## src/core/rpe_regs.svh

```systemverilog
// Register offsets, field positions, reset values and timing counts of the counter block
`ifndef RPE_REGS_SVH
`define RPE_REGS_SVH

// ----------------------------------------------------------------------------
// Register offsets (byte addresses on the plain register port)
// ----------------------------------------------------------------------------
`define RPE_OFS_CONTROL_A     6'h00
`define RPE_OFS_STATUS    6'h01
`define RPE_OFS_INTEN     6'h02
`define RPE_OFS_COUNTER_IRQ_FLAGS  6'h03
`define RPE_OFS_COUNTER_DEBUG_CONTROL   6'h05
`define RPE_OFS_CNT_LO    6'h08
`define RPE_OFS_CNT_HI    6'h09
`define RPE_OFS_PER_LO    6'h0A
`define RPE_OFS_PER_HI    6'h0B
`define RPE_OFS_CMP_LO    6'h0C
`define RPE_OFS_CMP_HI    6'h0D
`define RPE_OFS_TCTRL     6'h10
`define RPE_OFS_TSTATUS   6'h11
`define RPE_OFS_TINTEN    6'h12
`define RPE_OFS_TINTFLAGS 6'h13
`define RPE_OFS_TDBGCTRL  6'h15

// ----------------------------------------------------------------------------
// Field positions
// ----------------------------------------------------------------------------
`define RPE_CONTROL_A_EN      0
`define RPE_CONTROL_A_PRE_LSB 3
`define RPE_CONTROL_A_PRE_MSB 6
`define RPE_CONTROL_A_STDBY   7
`define RPE_TCTRL_EN      0
`define RPE_TCTRL_PER_LSB 3
`define RPE_TCTRL_PER_MSB 6
`define RPE_FLAG_WRAP     0
`define RPE_FLAG_CMP      1
`define RPE_TFLAG_TICK    0
`define RPE_DBG_RUN       0

// ----------------------------------------------------------------------------
// Reset values and timing counts
// ----------------------------------------------------------------------------
`define RPE_CONTROL_A_RST     8'h00
`define RPE_PER_RST       16'hFFFF
`define RPE_CMP_RST       16'h0000
`define RPE_TCTRL_RST     8'h00
`define RPE_SYNC_TICKS    2'h2
`define RPE_TICK_CODE_MIN 4'h1
`define RPE_TICK_CODE_MAX 4'hE
`define RPE_LEVEL_LSB     5

`endif

```

## src/core/rpe_pkg.sv

```systemverilog
// Types shared by the counter block and its users
package rpe_pkg;

  // Power and debug state of the surrounding chip
  typedef struct packed {
    logic idle;
    logic standby;
    logic halted;
  } rpe_power_t;

  // Event outputs toward the event routing system
  typedef struct packed {
    logic       wrap_event;
    logic       compare_match;
    logic [7:0] tick_levels;
  } rpe_event_t;

  // Registers whose writes cross into the counter clock
  typedef enum logic [2:0] {
    RPE_SY_CONTROL_A = 3'h0,
    RPE_SY_CNT   = 3'h1,
    RPE_SY_PER   = 3'h2,
    RPE_SY_CMP   = 3'h3,
    RPE_SY_TICK  = 3'h4
  } rpe_sync_t;

endpackage : rpe_pkg

```

## src/core/rpe_core.sv

```systemverilog
// Real-time counter and periodic tick timer: events, interrupts, sleep, sync and debug
//
// Local design decisions: the address-and-strobe port and the address map.
`timescale 1ns/1ps
`include "rpe_regs.svh"

module rpe_core
  import rpe_pkg::*;
#(
  parameter int CNT_W = 16,
  parameter int PRE_W = 15
) (
  // Clock and reset
  input  wire logic       mclk,
  input  wire logic       rstn,
  // Counter clock pin, sampled on mclk
  input  wire logic       counter_clk_pin,
  // Chip power and debug state
  input  wire rpe_power_t power_state,
  // Register port
  input  wire logic [5:0] reg_addr,
  input  wire logic [7:0] reg_wdata,
  input  wire logic       reg_wr,
  input  wire logic       reg_rd,
  output logic      [7:0] reg_rdata,
  // Interrupt requests, one per vector
  output logic            counter_irq,
  output logic            tick_irq,
  // Events
  output rpe_event_t      events
);

  // --------------------------------------------------------------------------
  // Counter clock recovery
  // --------------------------------------------------------------------------
  logic rclk_s1_reg;
  logic rclk_s2_reg;
  logic rclk_s3_reg;
  logic rtc_tick;

  always_ff @(posedge mclk or negedge rstn) begin
    if (!rstn) begin
      rclk_s1_reg <= 1'b0;
      rclk_s2_reg <= 1'b0;
      rclk_s3_reg <= 1'b0;
    end else begin
      rclk_s1_reg <= counter_clk_pin;
      rclk_s2_reg <= rclk_s1_reg;
      rclk_s3_reg <= rclk_s2_reg;
    end
  end

  // Each rising edge of the counter clock becomes a one-cycle enable
  assign rtc_tick = rclk_s2_reg & ~rclk_s3_reg;

  // --------------------------------------------------------------------------
  // Register write and read decode
  // --------------------------------------------------------------------------
  wire wr_control_a  = reg_wr && (reg_addr == `RPE_OFS_CONTROL_A);
  wire wr_inten  = reg_wr && (reg_addr == `RPE_OFS_INTEN);
  wire wr_flags  = reg_wr && (reg_addr == `RPE_OFS_COUNTER_IRQ_FLAGS);
  wire wr_dbg    = reg_wr && (reg_addr == `RPE_OFS_COUNTER_DEBUG_CONTROL);
  wire wr_cnt_lo = reg_wr && (reg_addr == `RPE_OFS_CNT_LO);
  wire wr_cnt_hi = reg_wr && (reg_addr == `RPE_OFS_CNT_HI);
  wire wr_per_lo = reg_wr && (reg_addr == `RPE_OFS_PER_LO);
  wire wr_per_hi = reg_wr && (reg_addr == `RPE_OFS_PER_HI);
  wire wr_cmp_lo = reg_wr && (reg_addr == `RPE_OFS_CMP_LO);
  wire wr_cmp_hi = reg_wr && (reg_addr == `RPE_OFS_CMP_HI);
  wire wr_tctrl  = reg_wr && (reg_addr == `RPE_OFS_TCTRL);
  wire wr_tinten = reg_wr && (reg_addr == `RPE_OFS_TINTEN);
  wire wr_tflags = reg_wr && (reg_addr == `RPE_OFS_TINTFLAGS);
  wire wr_tdbg   = reg_wr && (reg_addr == `RPE_OFS_TDBGCTRL);
  wire rd_cnt_lo = reg_rd && (reg_addr == `RPE_OFS_CNT_LO);
  wire rd_per_lo = reg_rd && (reg_addr == `RPE_OFS_PER_LO);
  wire rd_cmp_lo = reg_rd && (reg_addr == `RPE_OFS_CMP_LO);
  wire wr_lo     = wr_cnt_lo | wr_per_lo | wr_cmp_lo;

  // --------------------------------------------------------------------------
  // Bus-side shadows and the counter-side copies they feed
  // --------------------------------------------------------------------------
  logic [7:0]       control_a_sh_reg;
  logic [7:0]       control_a_act_reg;
  logic [CNT_W-1:0] cnt_sh_reg;
  logic [CNT_W-1:0] per_sh_reg;
  logic [CNT_W-1:0] per_act_reg;
  logic [CNT_W-1:0] cmp_sh_reg;
  logic [CNT_W-1:0] cmp_act_reg;
  logic [7:0]       tctrl_sh_reg;
  logic [7:0]       tctrl_act_reg;
  logic [7:0]       temp_reg;
  logic [1:0]       counter_irq_enables;
  logic [1:0]       counter_irq_flags;
  logic             tick_irq_enables;
  logic             tick_irq_flags;
  logic             counter_debug_control;
  logic             tick_debug_control;
  logic [CNT_W-1:0] count_register;

  // High byte commits the word with the low byte held in the temporary
  wire [CNT_W-1:0] word_wr = {reg_wdata, temp_reg};

  always_ff @(posedge mclk or negedge rstn) begin
    if (!rstn) begin
      control_a_sh_reg <= `RPE_CONTROL_A_RST;
      cnt_sh_reg   <= '0;
      per_sh_reg   <= `RPE_PER_RST;
      cmp_sh_reg   <= `RPE_CMP_RST;
      tctrl_sh_reg <= `RPE_TCTRL_RST;
      temp_reg     <= 8'h00;
    end else begin
      if (wr_control_a)  control_a_sh_reg <= reg_wdata;
      if (wr_cnt_hi) cnt_sh_reg   <= word_wr;
      if (wr_per_hi) per_sh_reg   <= word_wr;
      if (wr_cmp_hi) cmp_sh_reg   <= word_wr;
      if (wr_tctrl)  tctrl_sh_reg <= reg_wdata;
      if (wr_lo)
        temp_reg <= reg_wdata;
      else if (rd_cnt_lo)
        temp_reg <= count_register[15:8];
      else if (rd_per_lo)
        temp_reg <= per_act_reg[15:8];
      else if (rd_cmp_lo)
        temp_reg <= cmp_act_reg[15:8];
    end
  end

  // --------------------------------------------------------------------------
  // Synchronisation busy tracking
  // --------------------------------------------------------------------------
  // A write arms a count of counter-clock edges; the copy moves at the last one
  logic [1:0] sync_cnt_reg [5];
  logic [4:0] sync_start;
  logic [4:0] sync_busy;
  logic [4:0] sync_apply;

  assign sync_start = {wr_tctrl, wr_cmp_hi, wr_per_hi, wr_cnt_hi, wr_control_a};

  for (genvar i = 0; i < 5; i++) begin : g_sync
    assign sync_busy[i]  = (sync_cnt_reg[i] != 2'h0);
    assign sync_apply[i] = rtc_tick && (sync_cnt_reg[i] == 2'h1) && !sync_start[i];

    always_ff @(posedge mclk or negedge rstn) begin
      if (!rstn)
        sync_cnt_reg[i] <= 2'h0;
      else if (sync_start[i])
        sync_cnt_reg[i] <= `RPE_SYNC_TICKS;
      else if (rtc_tick && sync_busy[i])
        sync_cnt_reg[i] <= sync_cnt_reg[i] - 2'h1;
    end
  end

  always_ff @(posedge mclk or negedge rstn) begin
    if (!rstn) begin
      control_a_act_reg <= `RPE_CONTROL_A_RST;
      per_act_reg   <= `RPE_PER_RST;
      cmp_act_reg   <= `RPE_CMP_RST;
      tctrl_act_reg <= `RPE_TCTRL_RST;
    end else begin
      if (sync_apply[RPE_SY_CONTROL_A]) control_a_act_reg <= control_a_sh_reg;
      if (sync_apply[RPE_SY_PER])   per_act_reg   <= per_sh_reg;
      if (sync_apply[RPE_SY_CMP])   cmp_act_reg   <= cmp_sh_reg;
      if (sync_apply[RPE_SY_TICK])  tctrl_act_reg <= tctrl_sh_reg;
    end
  end

  // --------------------------------------------------------------------------
  // Prescaler and run conditions
  // --------------------------------------------------------------------------
  logic [PRE_W-1:0] presc_reg;

  wire       rtc_en    = control_a_act_reg[`RPE_CONTROL_A_EN];
  wire       tick_en   = tctrl_act_reg[`RPE_TCTRL_EN];
  wire [3:0] pre_sel   = control_a_act_reg[`RPE_CONTROL_A_PRE_MSB:`RPE_CONTROL_A_PRE_LSB];
  wire [3:0] tick_code = tctrl_act_reg[`RPE_TCTRL_PER_MSB:`RPE_TCTRL_PER_LSB];
  wire       presc_run = rtc_en | tick_en;
  // The tick timer ignores sleep entirely; only the counter obeys standby
  wire       stdby_blk = power_state.standby && !control_a_act_reg[`RPE_CONTROL_A_STDBY];
  wire       halt_blk  = power_state.halted && !counter_debug_control;
  wire       cnt_run   = rtc_en && !stdby_blk && !halt_blk;

  wire [15:0]      mask16    = (16'h0001 << pre_sel) - 16'h0001;
  wire [PRE_W-1:0] pre_mask  = mask16[PRE_W-1:0];
  wire             count_en  = rtc_tick && presc_run && ((presc_reg & pre_mask) == pre_mask);

  always_ff @(posedge mclk or negedge rstn) begin
    if (!rstn)
      presc_reg <= '0;
    else if (!presc_run)
      presc_reg <= '0;
    else if (rtc_tick)
      presc_reg <= presc_reg + 1'b1;
  end

  // --------------------------------------------------------------------------
  // Counter, wrap and compare
  // --------------------------------------------------------------------------
  wire wrap_hit = count_en && cnt_run && (count_register == per_act_reg);
  wire cmp_hit  = count_en && cnt_run && (count_register == cmp_act_reg);

  always_ff @(posedge mclk or negedge rstn) begin
    if (!rstn)
      count_register <= '0;
    else if (sync_apply[RPE_SY_CNT])
      count_register <= cnt_sh_reg;
    else if (wrap_hit)
      count_register <= '0;
    else if (count_en && cnt_run)
      count_register <= count_register + 1'b1;
  end

  // --------------------------------------------------------------------------
  // Periodic tick timer output
  // --------------------------------------------------------------------------
  logic tick_out_q_reg;

  wire tick_code_ok = (tick_code >= `RPE_TICK_CODE_MIN) && (tick_code <= `RPE_TICK_CODE_MAX);
  // Prescaler bit n toggles every 2^n edges, so the full period is 2^(n+1)
  wire tick_raw     = tick_en && tick_code_ok && presc_reg[tick_code];
  wire tick_halt    = power_state.halted && !tick_debug_control;
  wire tick_out     = tick_raw && !tick_halt;
  wire tick_rise    = tick_out && !tick_out_q_reg;

  always_ff @(posedge mclk or negedge rstn) begin
    if (!rstn)
      tick_out_q_reg <= 1'b0;
    else
      tick_out_q_reg <= tick_out;
  end

  // --------------------------------------------------------------------------
  // Flags, enables and debug controls
  // --------------------------------------------------------------------------
  wire [1:0] flags_clr  = wr_flags ? reg_wdata[1:0] : 2'h0;
  wire [1:0] flags_set  = {cmp_hit, wrap_hit};
  wire       tflag_clr  = wr_tflags && reg_wdata[`RPE_TFLAG_TICK];

  always_ff @(posedge mclk or negedge rstn) begin
    if (!rstn) begin
      counter_irq_enables   <= 2'h0;
      counter_irq_flags     <= 2'h0;
      tick_irq_enables      <= 1'b0;
      tick_irq_flags        <= 1'b0;
      counter_debug_control <= 1'b0;
      tick_debug_control    <= 1'b0;
    end else begin
      if (wr_inten)  counter_irq_enables   <= reg_wdata[1:0];
      if (wr_tinten) tick_irq_enables      <= reg_wdata[0];
      if (wr_dbg)    counter_debug_control <= reg_wdata[`RPE_DBG_RUN];
      if (wr_tdbg)   tick_debug_control    <= reg_wdata[`RPE_DBG_RUN];
      // A set in the clearing cycle survives
      counter_irq_flags <= (counter_irq_flags & ~flags_clr) | flags_set;
      tick_irq_flags    <= (tick_irq_flags & ~tflag_clr) | tick_rise;
    end
  end

  assign counter_irq = |(counter_irq_flags & counter_irq_enables);
  assign tick_irq    = tick_irq_flags & tick_irq_enables;

  // --------------------------------------------------------------------------
  // Events
  // --------------------------------------------------------------------------
  logic       wrap_ev_reg;
  logic       cmp_ev_reg;
  logic [7:0] levels_reg;

  always_ff @(posedge mclk or negedge rstn) begin
    if (!rstn) begin
      wrap_ev_reg <= 1'b0;
      cmp_ev_reg  <= 1'b0;
      levels_reg  <= 8'h00;
    end else begin
      // Held from one counter-clock edge to the next
      if (rtc_tick) begin
        wrap_ev_reg <= wrap_hit;
        cmp_ev_reg  <= cmp_hit;
      end
      levels_reg <= tick_en ? presc_reg[`RPE_LEVEL_LSB +: 8] : 8'h00;
    end
  end

  assign events.wrap_event    = wrap_ev_reg;
  assign events.compare_match = cmp_ev_reg;
  assign events.tick_levels   = levels_reg;

  // --------------------------------------------------------------------------
  // Read path
  // --------------------------------------------------------------------------
  logic [7:0] rd_mux;
  logic [7:0] rdata_reg;

  always_comb begin
    rd_mux = 8'h00;
    unique case (reg_addr)
      `RPE_OFS_CONTROL_A:     rd_mux = control_a_sh_reg;
      `RPE_OFS_STATUS:    rd_mux = {4'h0, sync_busy[3:0]};
      `RPE_OFS_INTEN:     rd_mux = {6'h00, counter_irq_enables};
      `RPE_OFS_COUNTER_IRQ_FLAGS:  rd_mux = {6'h00, counter_irq_flags};
      `RPE_OFS_COUNTER_DEBUG_CONTROL:   rd_mux = {7'h00, counter_debug_control};
      `RPE_OFS_CNT_LO:    rd_mux = count_register[7:0];
      `RPE_OFS_PER_LO:    rd_mux = per_act_reg[7:0];
      `RPE_OFS_CMP_LO:    rd_mux = cmp_act_reg[7:0];
      `RPE_OFS_CNT_HI,
      `RPE_OFS_PER_HI,
      `RPE_OFS_CMP_HI:    rd_mux = temp_reg;
      `RPE_OFS_TCTRL:     rd_mux = tctrl_sh_reg;
      `RPE_OFS_TSTATUS:   rd_mux = {7'h00, sync_busy[RPE_SY_TICK]};
      `RPE_OFS_TINTEN:    rd_mux = {7'h00, tick_irq_enables};
      `RPE_OFS_TINTFLAGS: rd_mux = {7'h00, tick_irq_flags};
      `RPE_OFS_TDBGCTRL:  rd_mux = {7'h00, tick_debug_control};
      default:            rd_mux = 8'h00;
    endcase
  end

  always_ff @(posedge mclk or negedge rstn) begin
    if (!rstn)
      rdata_reg <= 8'h00;
    else
      rdata_reg <= reg_rd ? rd_mux : 8'h00;
  end

  assign reg_rdata = rdata_reg;

  // --------------------------------------------------------------------------
  // Checks
  // --------------------------------------------------------------------------
  chk_wrap_flag: assert property (@(posedge mclk) disable iff (!rstn)
    wrap_hit |=> counter_irq_flags[`RPE_FLAG_WRAP] && wrap_ev_reg)
    else $error("wrap did not set flag and event together");

  chk_wrap_zero: assert property (@(posedge mclk) disable iff (!rstn)
    wrap_hit && !sync_apply[RPE_SY_CNT] |=> count_register == '0)
    else $error("count did not return to zero on wrap");

  chk_cmp_event: assert property (@(posedge mclk) disable iff (!rstn)
    cmp_hit |=> cmp_ev_reg && counter_irq_flags[`RPE_FLAG_CMP])
    else $error("compare event or flag missing");

  chk_event_hold: assert property (@(posedge mclk) disable iff (!rstn)
    wrap_ev_reg && !rtc_tick |=> wrap_ev_reg)
    else $error("wrap event ended before next counter edge");

  chk_irq_stays: assert property (@(posedge mclk) disable iff (!rstn)
    counter_irq && !wr_flags && !wr_inten |=> counter_irq)
    else $error("counter request dropped without clear");

  chk_tick_flag: assert property (@(posedge mclk) disable iff (!rstn)
    tick_rise |=> tick_irq_flags)
    else $error("tick rising edge did not set flag");

  chk_halt_low: assert property (@(posedge mclk) disable iff (!rstn)
    tick_halt |=> !tick_out_q_reg)
    else $error("tick output not low while halted");

  chk_tbusy_set: assert property (@(posedge mclk) disable iff (!rstn)
    wr_tctrl |=> sync_busy[RPE_SY_TICK] && !(tctrl_act_reg != $past(tctrl_act_reg)))
    else $error("tick control write not held busy");

  chk_cnt_stop: assert property (@(posedge mclk) disable iff (!rstn)
    halt_blk && !sync_apply[RPE_SY_CNT] |=> $stable(count_register))
    else $error("counter moved during debug halt");

endmodule : rpe_core

```

## config.mk

```make
export PLATFORM = sky130hd
export DESIGN_NAME = rpe_core
export DESIGN_NICKNAME = d
export VERILOG_FILES = /design/src/core/rpe_pkg.sv /design/src/core/rpe_core.sv
export VERILOG_INCLUDE_DIRS = /design/src /design/src/core
export SDC_FILE = /design/constraint.sdc
export NUM_CORES = 1
export LEC_CHECK = 0
export BUFFER_PORTS_ARGS = -buffer_cell sky130_fd_sc_hd__buf_2
export CAP_MARGIN = 20
export CORE_MARGIN = 10
export CORE_UTILIZATION = 62
export DETAILED_ROUTE_END_ITERATION = 6
export PLACE_DENSITY = 0.8
export SLEW_MARGIN = 10
export SYNTH_ARGS = -nofsm -noshare
export SYNTH_HDL_FRONTEND = slang
export SYNTH_SLANG_ARGS = --single-unit
```

## constraint.sdc

```tcl
create_clock -name mclk -period 3.23 [get_ports mclk]
set_input_delay 0.646 -clock mclk [delete_from_list [all_inputs] [get_ports mclk]]
set_output_delay 0.646 -clock mclk [all_outputs]
set_load 0.05 [all_outputs]
```

* Word-level counts from Yosys, hierarchy flattened
Cells that the tools add are included.
Word-level totals: register bits 190, bits of input ports 22, word-level logic and storage cells 181
Operators by class: add/sub/neg operators 8, magnitude comparators 3, eq/ne operators 24, shifts and indexed selects 1, multiplexer cells 25, bitwise operators 14, reductions and logical operators 75
Operators with widths (number):
- 8-bit case mux with 14 select lines | 1
- 1-bit logical AND | 48
- 16-bit 2-to-1 mux | 3
- 8-bit 2-to-1 mux | 6
- 6-bit by 4-bit == test with 1-bit output, second input constant | 6
- 16-bit == test | 2
- 6-bit by 5-bit == test with 1-bit output, second input constant | 5
- 15-bit 2-to-1 mux | 2
- 2-bit 2-to-1 mux | 11
- 2-bit nonzero test | 10
- 16-bit by 1-bit adder with 16-bit output, second input constant | 1
- 15-bit by 1-bit adder with 15-bit output, second input constant | 1
- 15-bit bitwise AND | 1
- 15-bit == test | 1
- 1-bit by 4-bit left shift with 15-bit output, first input constant | 1
- 15-bit by 1-bit subtractor with 15-bit output, second input constant | 1
- 6-bit by 2-bit == test with 1-bit output, second input constant | 2
- 1-bit logical NOT | 12
- 2-bit by 1-bit == test with 1-bit output, second input constant | 5
- 2-bit by 1-bit subtractor with 2-bit output, second input constant | 5
- 6-bit by 1-bit == test with 1-bit output, second input constant | 1
- 6-bit by 3-bit == test with 1-bit output, second input constant | 1
- 6-bit logical NOT | 1
- 4-bit by 5-bit < comparator with 1-bit output, second input constant | 1
- other kinds (15) | 22

* Depth between registers and ports, before layout
depth after elaboration 9, depth in mapped cells 12, mapped depth without buffers 9

* Worst setup path after synthesis
OpenSTA, ideal clock, no wires.
path kind register to register, from reg control_a_act_reg[6], to reg count_register[9], setup time 0.082 ns, arrival time 2.528 ns, data required time 3.148 ns, path slack 0.620 ns, cell stages (with the launch flop) 11, buffers on the path 1, cell sequence dfrtp_1 > nor2_2 > nand3_1 > ha_1 > inv_1 > o221ai_2 > a2111oi_2 > nand4b_1 > buf_2 > or4_1 > a31oi_1
On the way: cells in the longest elaborated chain, start to end 9, elaborated cells between the ends (all ways) 10
RTL lines:
- start, declared | RTL line rpe_core.sv:82 | logic [7:0] control_a_act_reg;
- start signal, assigned | RTL line rpe_core.sv:154 | control_a_act_reg <= `RPE_CONTROL_A_RST;
- start signal, assigned | RTL line rpe_core.sv:159 | if (sync_apply[RPE_SY_CONTROL_A]) control_a_act_reg <= control_a_sh_reg;
- 1-bit by 4-bit left shift with 15-bit output * | RTL line rpe_core.sv:181 | wire [15:0] mask16 = (16'h0001 << pre_sel) - 16'h0001;
- 15-bit by 1-bit subtractor with 15-bit output * | RTL line rpe_core.sv:181
- 15-bit bitwise AND | RTL line rpe_core.sv:183 | wire count_en = rtc_tick && presc_run && ((presc_reg & pre_mask) == pre_mask);
- 15-bit == test * | RTL line rpe_core.sv:183
- 1-bit logical AND * | RTL line rpe_core.sv:183
- 1-bit logical AND * | RTL line rpe_core.sv:197, rpe_core.sv:207
- 1-bit logical AND | RTL line rpe_core.sv:197 | wire wrap_hit = count_en && cnt_run && (count_register == per_act_reg);
- 16-bit 2-to-1 mux | RTL line rpe_core.sv:205 | else if (wrap_hit)
- 16-bit 2-to-1 mux | RTL line rpe_core.sv:203 | else if (sync_apply[RPE_SY_CNT])
- end signal, assigned | RTL line rpe_core.sv:204 | count_register <= cnt_sh_reg;
- end signal, assigned | RTL line rpe_core.sv:208 | count_register <= count_register + 1'b1;
- end, declared | RTL line rpe_core.sv:97 | logic [CNT_W-1:0] count_register;
Mark *: on every way between the ends. The rest lies on a longest branch, timed or not. A chain may end at the register's enable or synchronous reset.

* Final worst setup path
from reg control_a_act_reg[4], to reg count_register[9]
Same word-level chain as after synthesis.

==> impl_results.md <==
- Starting DRT DRC Count: roughly 860
- Ports: 42
- Routed WL: 24.4 mm
- WL per Instance: 22.4 um
- CP startpoint kind: register
- Final Util: 0.695
- Met3 wire length: around 1.7 mm
- Tot GR Track Use: 0.245
- Synth top area share: 0.401
- Final Hold Vio Count: 0
- Leading area contributor after synthesis: dfrtp_1
- Crit path capture type: register
- CP Class: register to register
- Worst-Skew Late Latency: 0.45 ns
- Flops & latches, synth: approximately 190
- DR top layer: met4
- Max clock buf depth: 2
- Vias/cell: 6.55
- FF-to-FF End: count_register[9]
- Crit-path cells: inv_1, nand3_1, ha_1, inv_1, o221ai_2, a2111oi_2, nand4b_1, or4_1, a31oi_1
- Worst Path Buf+Inv: 2
- Flop-to-flop setup slack: 0.20 ns
- CORE AREA: 15,200 sq um
- Avg Inst Size Synth: 11.1 sq um
- Vias: 7,133
- Worst setup margin: about 0.2 ns
- EDFF count, synth: 0
- Clk_skew: 0.0101 ns
- Hpwl dp: 17.4 mm
- Final setup viols: 0
- Crit Path Max Fanout: 9
- Fmax: 330 MHz
- Ratio of final minimum period to clock period: 0.939
- Total Power: 0.00815 W
- Worst path required time: about 3.6 ns
- TritonRoute pass-1 iters: 7
- Lkg Pwr: 4.58 nW
- Gp weighted congestion: 0.967
- Die span in x: approximately 140 um
- Most common cell after layout, fill and taps aside: dfrtp_1
- Vias in the first global route: about 7,300
- Top cell family by delay on the critical path: simple AND/OR/NAND/NOR gates
- Ant. Diodes: 0
- Root buf cell: clkbuf_16
- Post-synth ARST share: 1.00
- Row cnt: 45
- Max-slew headroom: 0.320
- Hold_buf cts: 0
- Post-Synthesis Cells: 862
- Post-route ant nets: 0
- GR Overflow Total: 0
- CTS tree: yes
- Period minus WS final: 3.03 ns
- Max-cap violations: 0
- Outcome: complete, no violations
- Met2 WL: 11.7 mm
- Post-Syn Area: about 9600 sq um
- Synth-to-layout area growth: 10.1%
- R2r startpoint: control_a_act_reg[4]
- Power per cell area: 771 nW/um^2
- Crit-path max cell delay: 0.59 ns
- Worst-Margin Slew: 1.02 ns
- RSZ-0062 raised after global routing: false
- Library cells used by synthesis: 78
- Crit-path most repeated cell: inv_1
- Post-placement setup slack: 0.265 ns
- Sink Count: 186
- Register area share after synthesis: 0.489
- Nets: 923
- Clock slew at reported path FFs: 0.07 ns
- VDD IR max: 507 uV
- Port Buffers: 40
- Pins Over Slew Limit: 0
- Post-CTS Setup Repair Bufs: 0
- Commonest non-fill, non-tap cells in the layout: dfrtp_1 (154), mux2_2 (110), nor2_1 (76)
- Setup total negative slack: 0 ns
- TritonCTS Buffers: 17
- Largest net degree at the start of global routing: 76
- Ranking of synthesized cells by area: dfrtp_1 (40%), mux2_2 (13%), dfstp_2 (8.8%)
- Syn Nets: 897
- Initial antenna violation count: 1
- CTS resizes: 0
- Die Height: 144 um
- Placed instance area: 9950 sq um
- Die footprint: 20,900 sq um
- Initial core utilization: 0.632
- CP max stage cell: or4_1
- Top FF cell, synth: dfrtp_1
- H-tree depth: 4
- Synth warn: 0
- Residual DRC: 0
- Layout fillers: 1,070
- Min-Delay Path Class: primary input to async pin
- Share of cells above drive strength 1: 0.317
- Worst Reg-to-Reg Cells: 9
- Critical Path AT: roughly 3.4 ns
- Final instance area: 10,600 sq um
- DRT met1 WL: 10.3 mm
- First-pass GRT wire length: just under 40 mm
- Levels on crit path: 9
## synth_stat cells, drive strengths merged, types with 8 or more instances
library cell	number
dfrtp	154
mux2	114
nor2	79
nand2	44
xnor2	41
buf	36
dfstp	32
clkbuf	28
a21oi	26
a31oi	25
nand3	25
inv	23
nand4	23
o21ai	23
nor3	16
and2	13
ha	13
a222oi	10
nor2b	9
o31ai	9
a211oi	8
a31o	8
and3	8
## worst register-to-register path: stages (launching register included)
cell and delay, ns:
dfrtp_1 0.52, inv_1 0.23, nand3_1 0.11, ha_1 0.28, inv_1 0.14, o221ai_2 0.12, a2111oi_2 0.42, nand4b_1 0.35
or4_1 0.59, a31oi_1 0.19
## through the flow
step | hold slack (ns) | std cells
after floorplan | 0.331 | 862
after global placement | 0.335 | 1057
final | 0.206 | 1089
after CTS | 0.241 | 1089
after global routing | 0.256 | 1089
after detailed placement | 0.336 | 1057
## routing by layer
metal / global-route usage / vias up
met1: 0.315 / 3597
met4: 0.104 / 0
met2: 0.391 / 309
met5: 0 / -
met3: 0.0535 / 62
li1: - / 3165
## cell type report
| type | instances | area [sq um] | share of cell area |
|---|---|---|---|
| multi-input cells | 588 | 4480 | 0.424 |
| repair buffers | 71 | 452 | 0.0427 |
| flip-flops and latches | 186 | 4690 | 0.444 |
| inverters | 24 | 90.1 | 0.00852 |
| well taps | 188 | 235 | 0.0223 |
| clock buffers | 20 | 457 | 0.0432 |
| clock inverters | 12 | 161 | 0.0153 |
## logic make-up (layout without fill, tap and decap cells)
group | count (synthesis) | count (layout) | synth area share
AND/OR/NAND/NOR | 261 | 261 | 0.148
flip-flops | 186 | 186 | 0.489
AO/OA/AOI/OAI | 145 | 145 | 0.111
multiplexers | 121 | 121 | 0.146
buffers and inverters | 88 | 127 | 0.0452
XOR/XNOR | 48 | 48 | 0.0438
adder cells (fa/ha/maj) | 13 | 13 | 0.0169
## power by group
part | switching, W | leakage [nW] | internal (W)
clock network | 0.000931 | 0.306 | 0.00127
logic | 0.00114 | 1.91 | 0.00111
registers | 0.000765 | 2.36 | 0.00294
total | 0.00283 | 4.58 | 0.00532
## worst max path at each step
stage	start	end	slack, ns
final	control_a_act_reg[4]	count_register[9]	0.20
after global routing	control_a_act_reg[4]	count_register[9]	0.04
after floorplan	control_a_act_reg[6]	count_register[9]	0.62
after global placement	control_a_act_reg[4]	count_register[9]	0.33
after CTS	control_a_act_reg[4]	count_register[9]	0.24
after detailed placement	control_a_act_reg[4]	count_register[9]	0.27
Note: power is estimated with default switching activity, not from simulation.
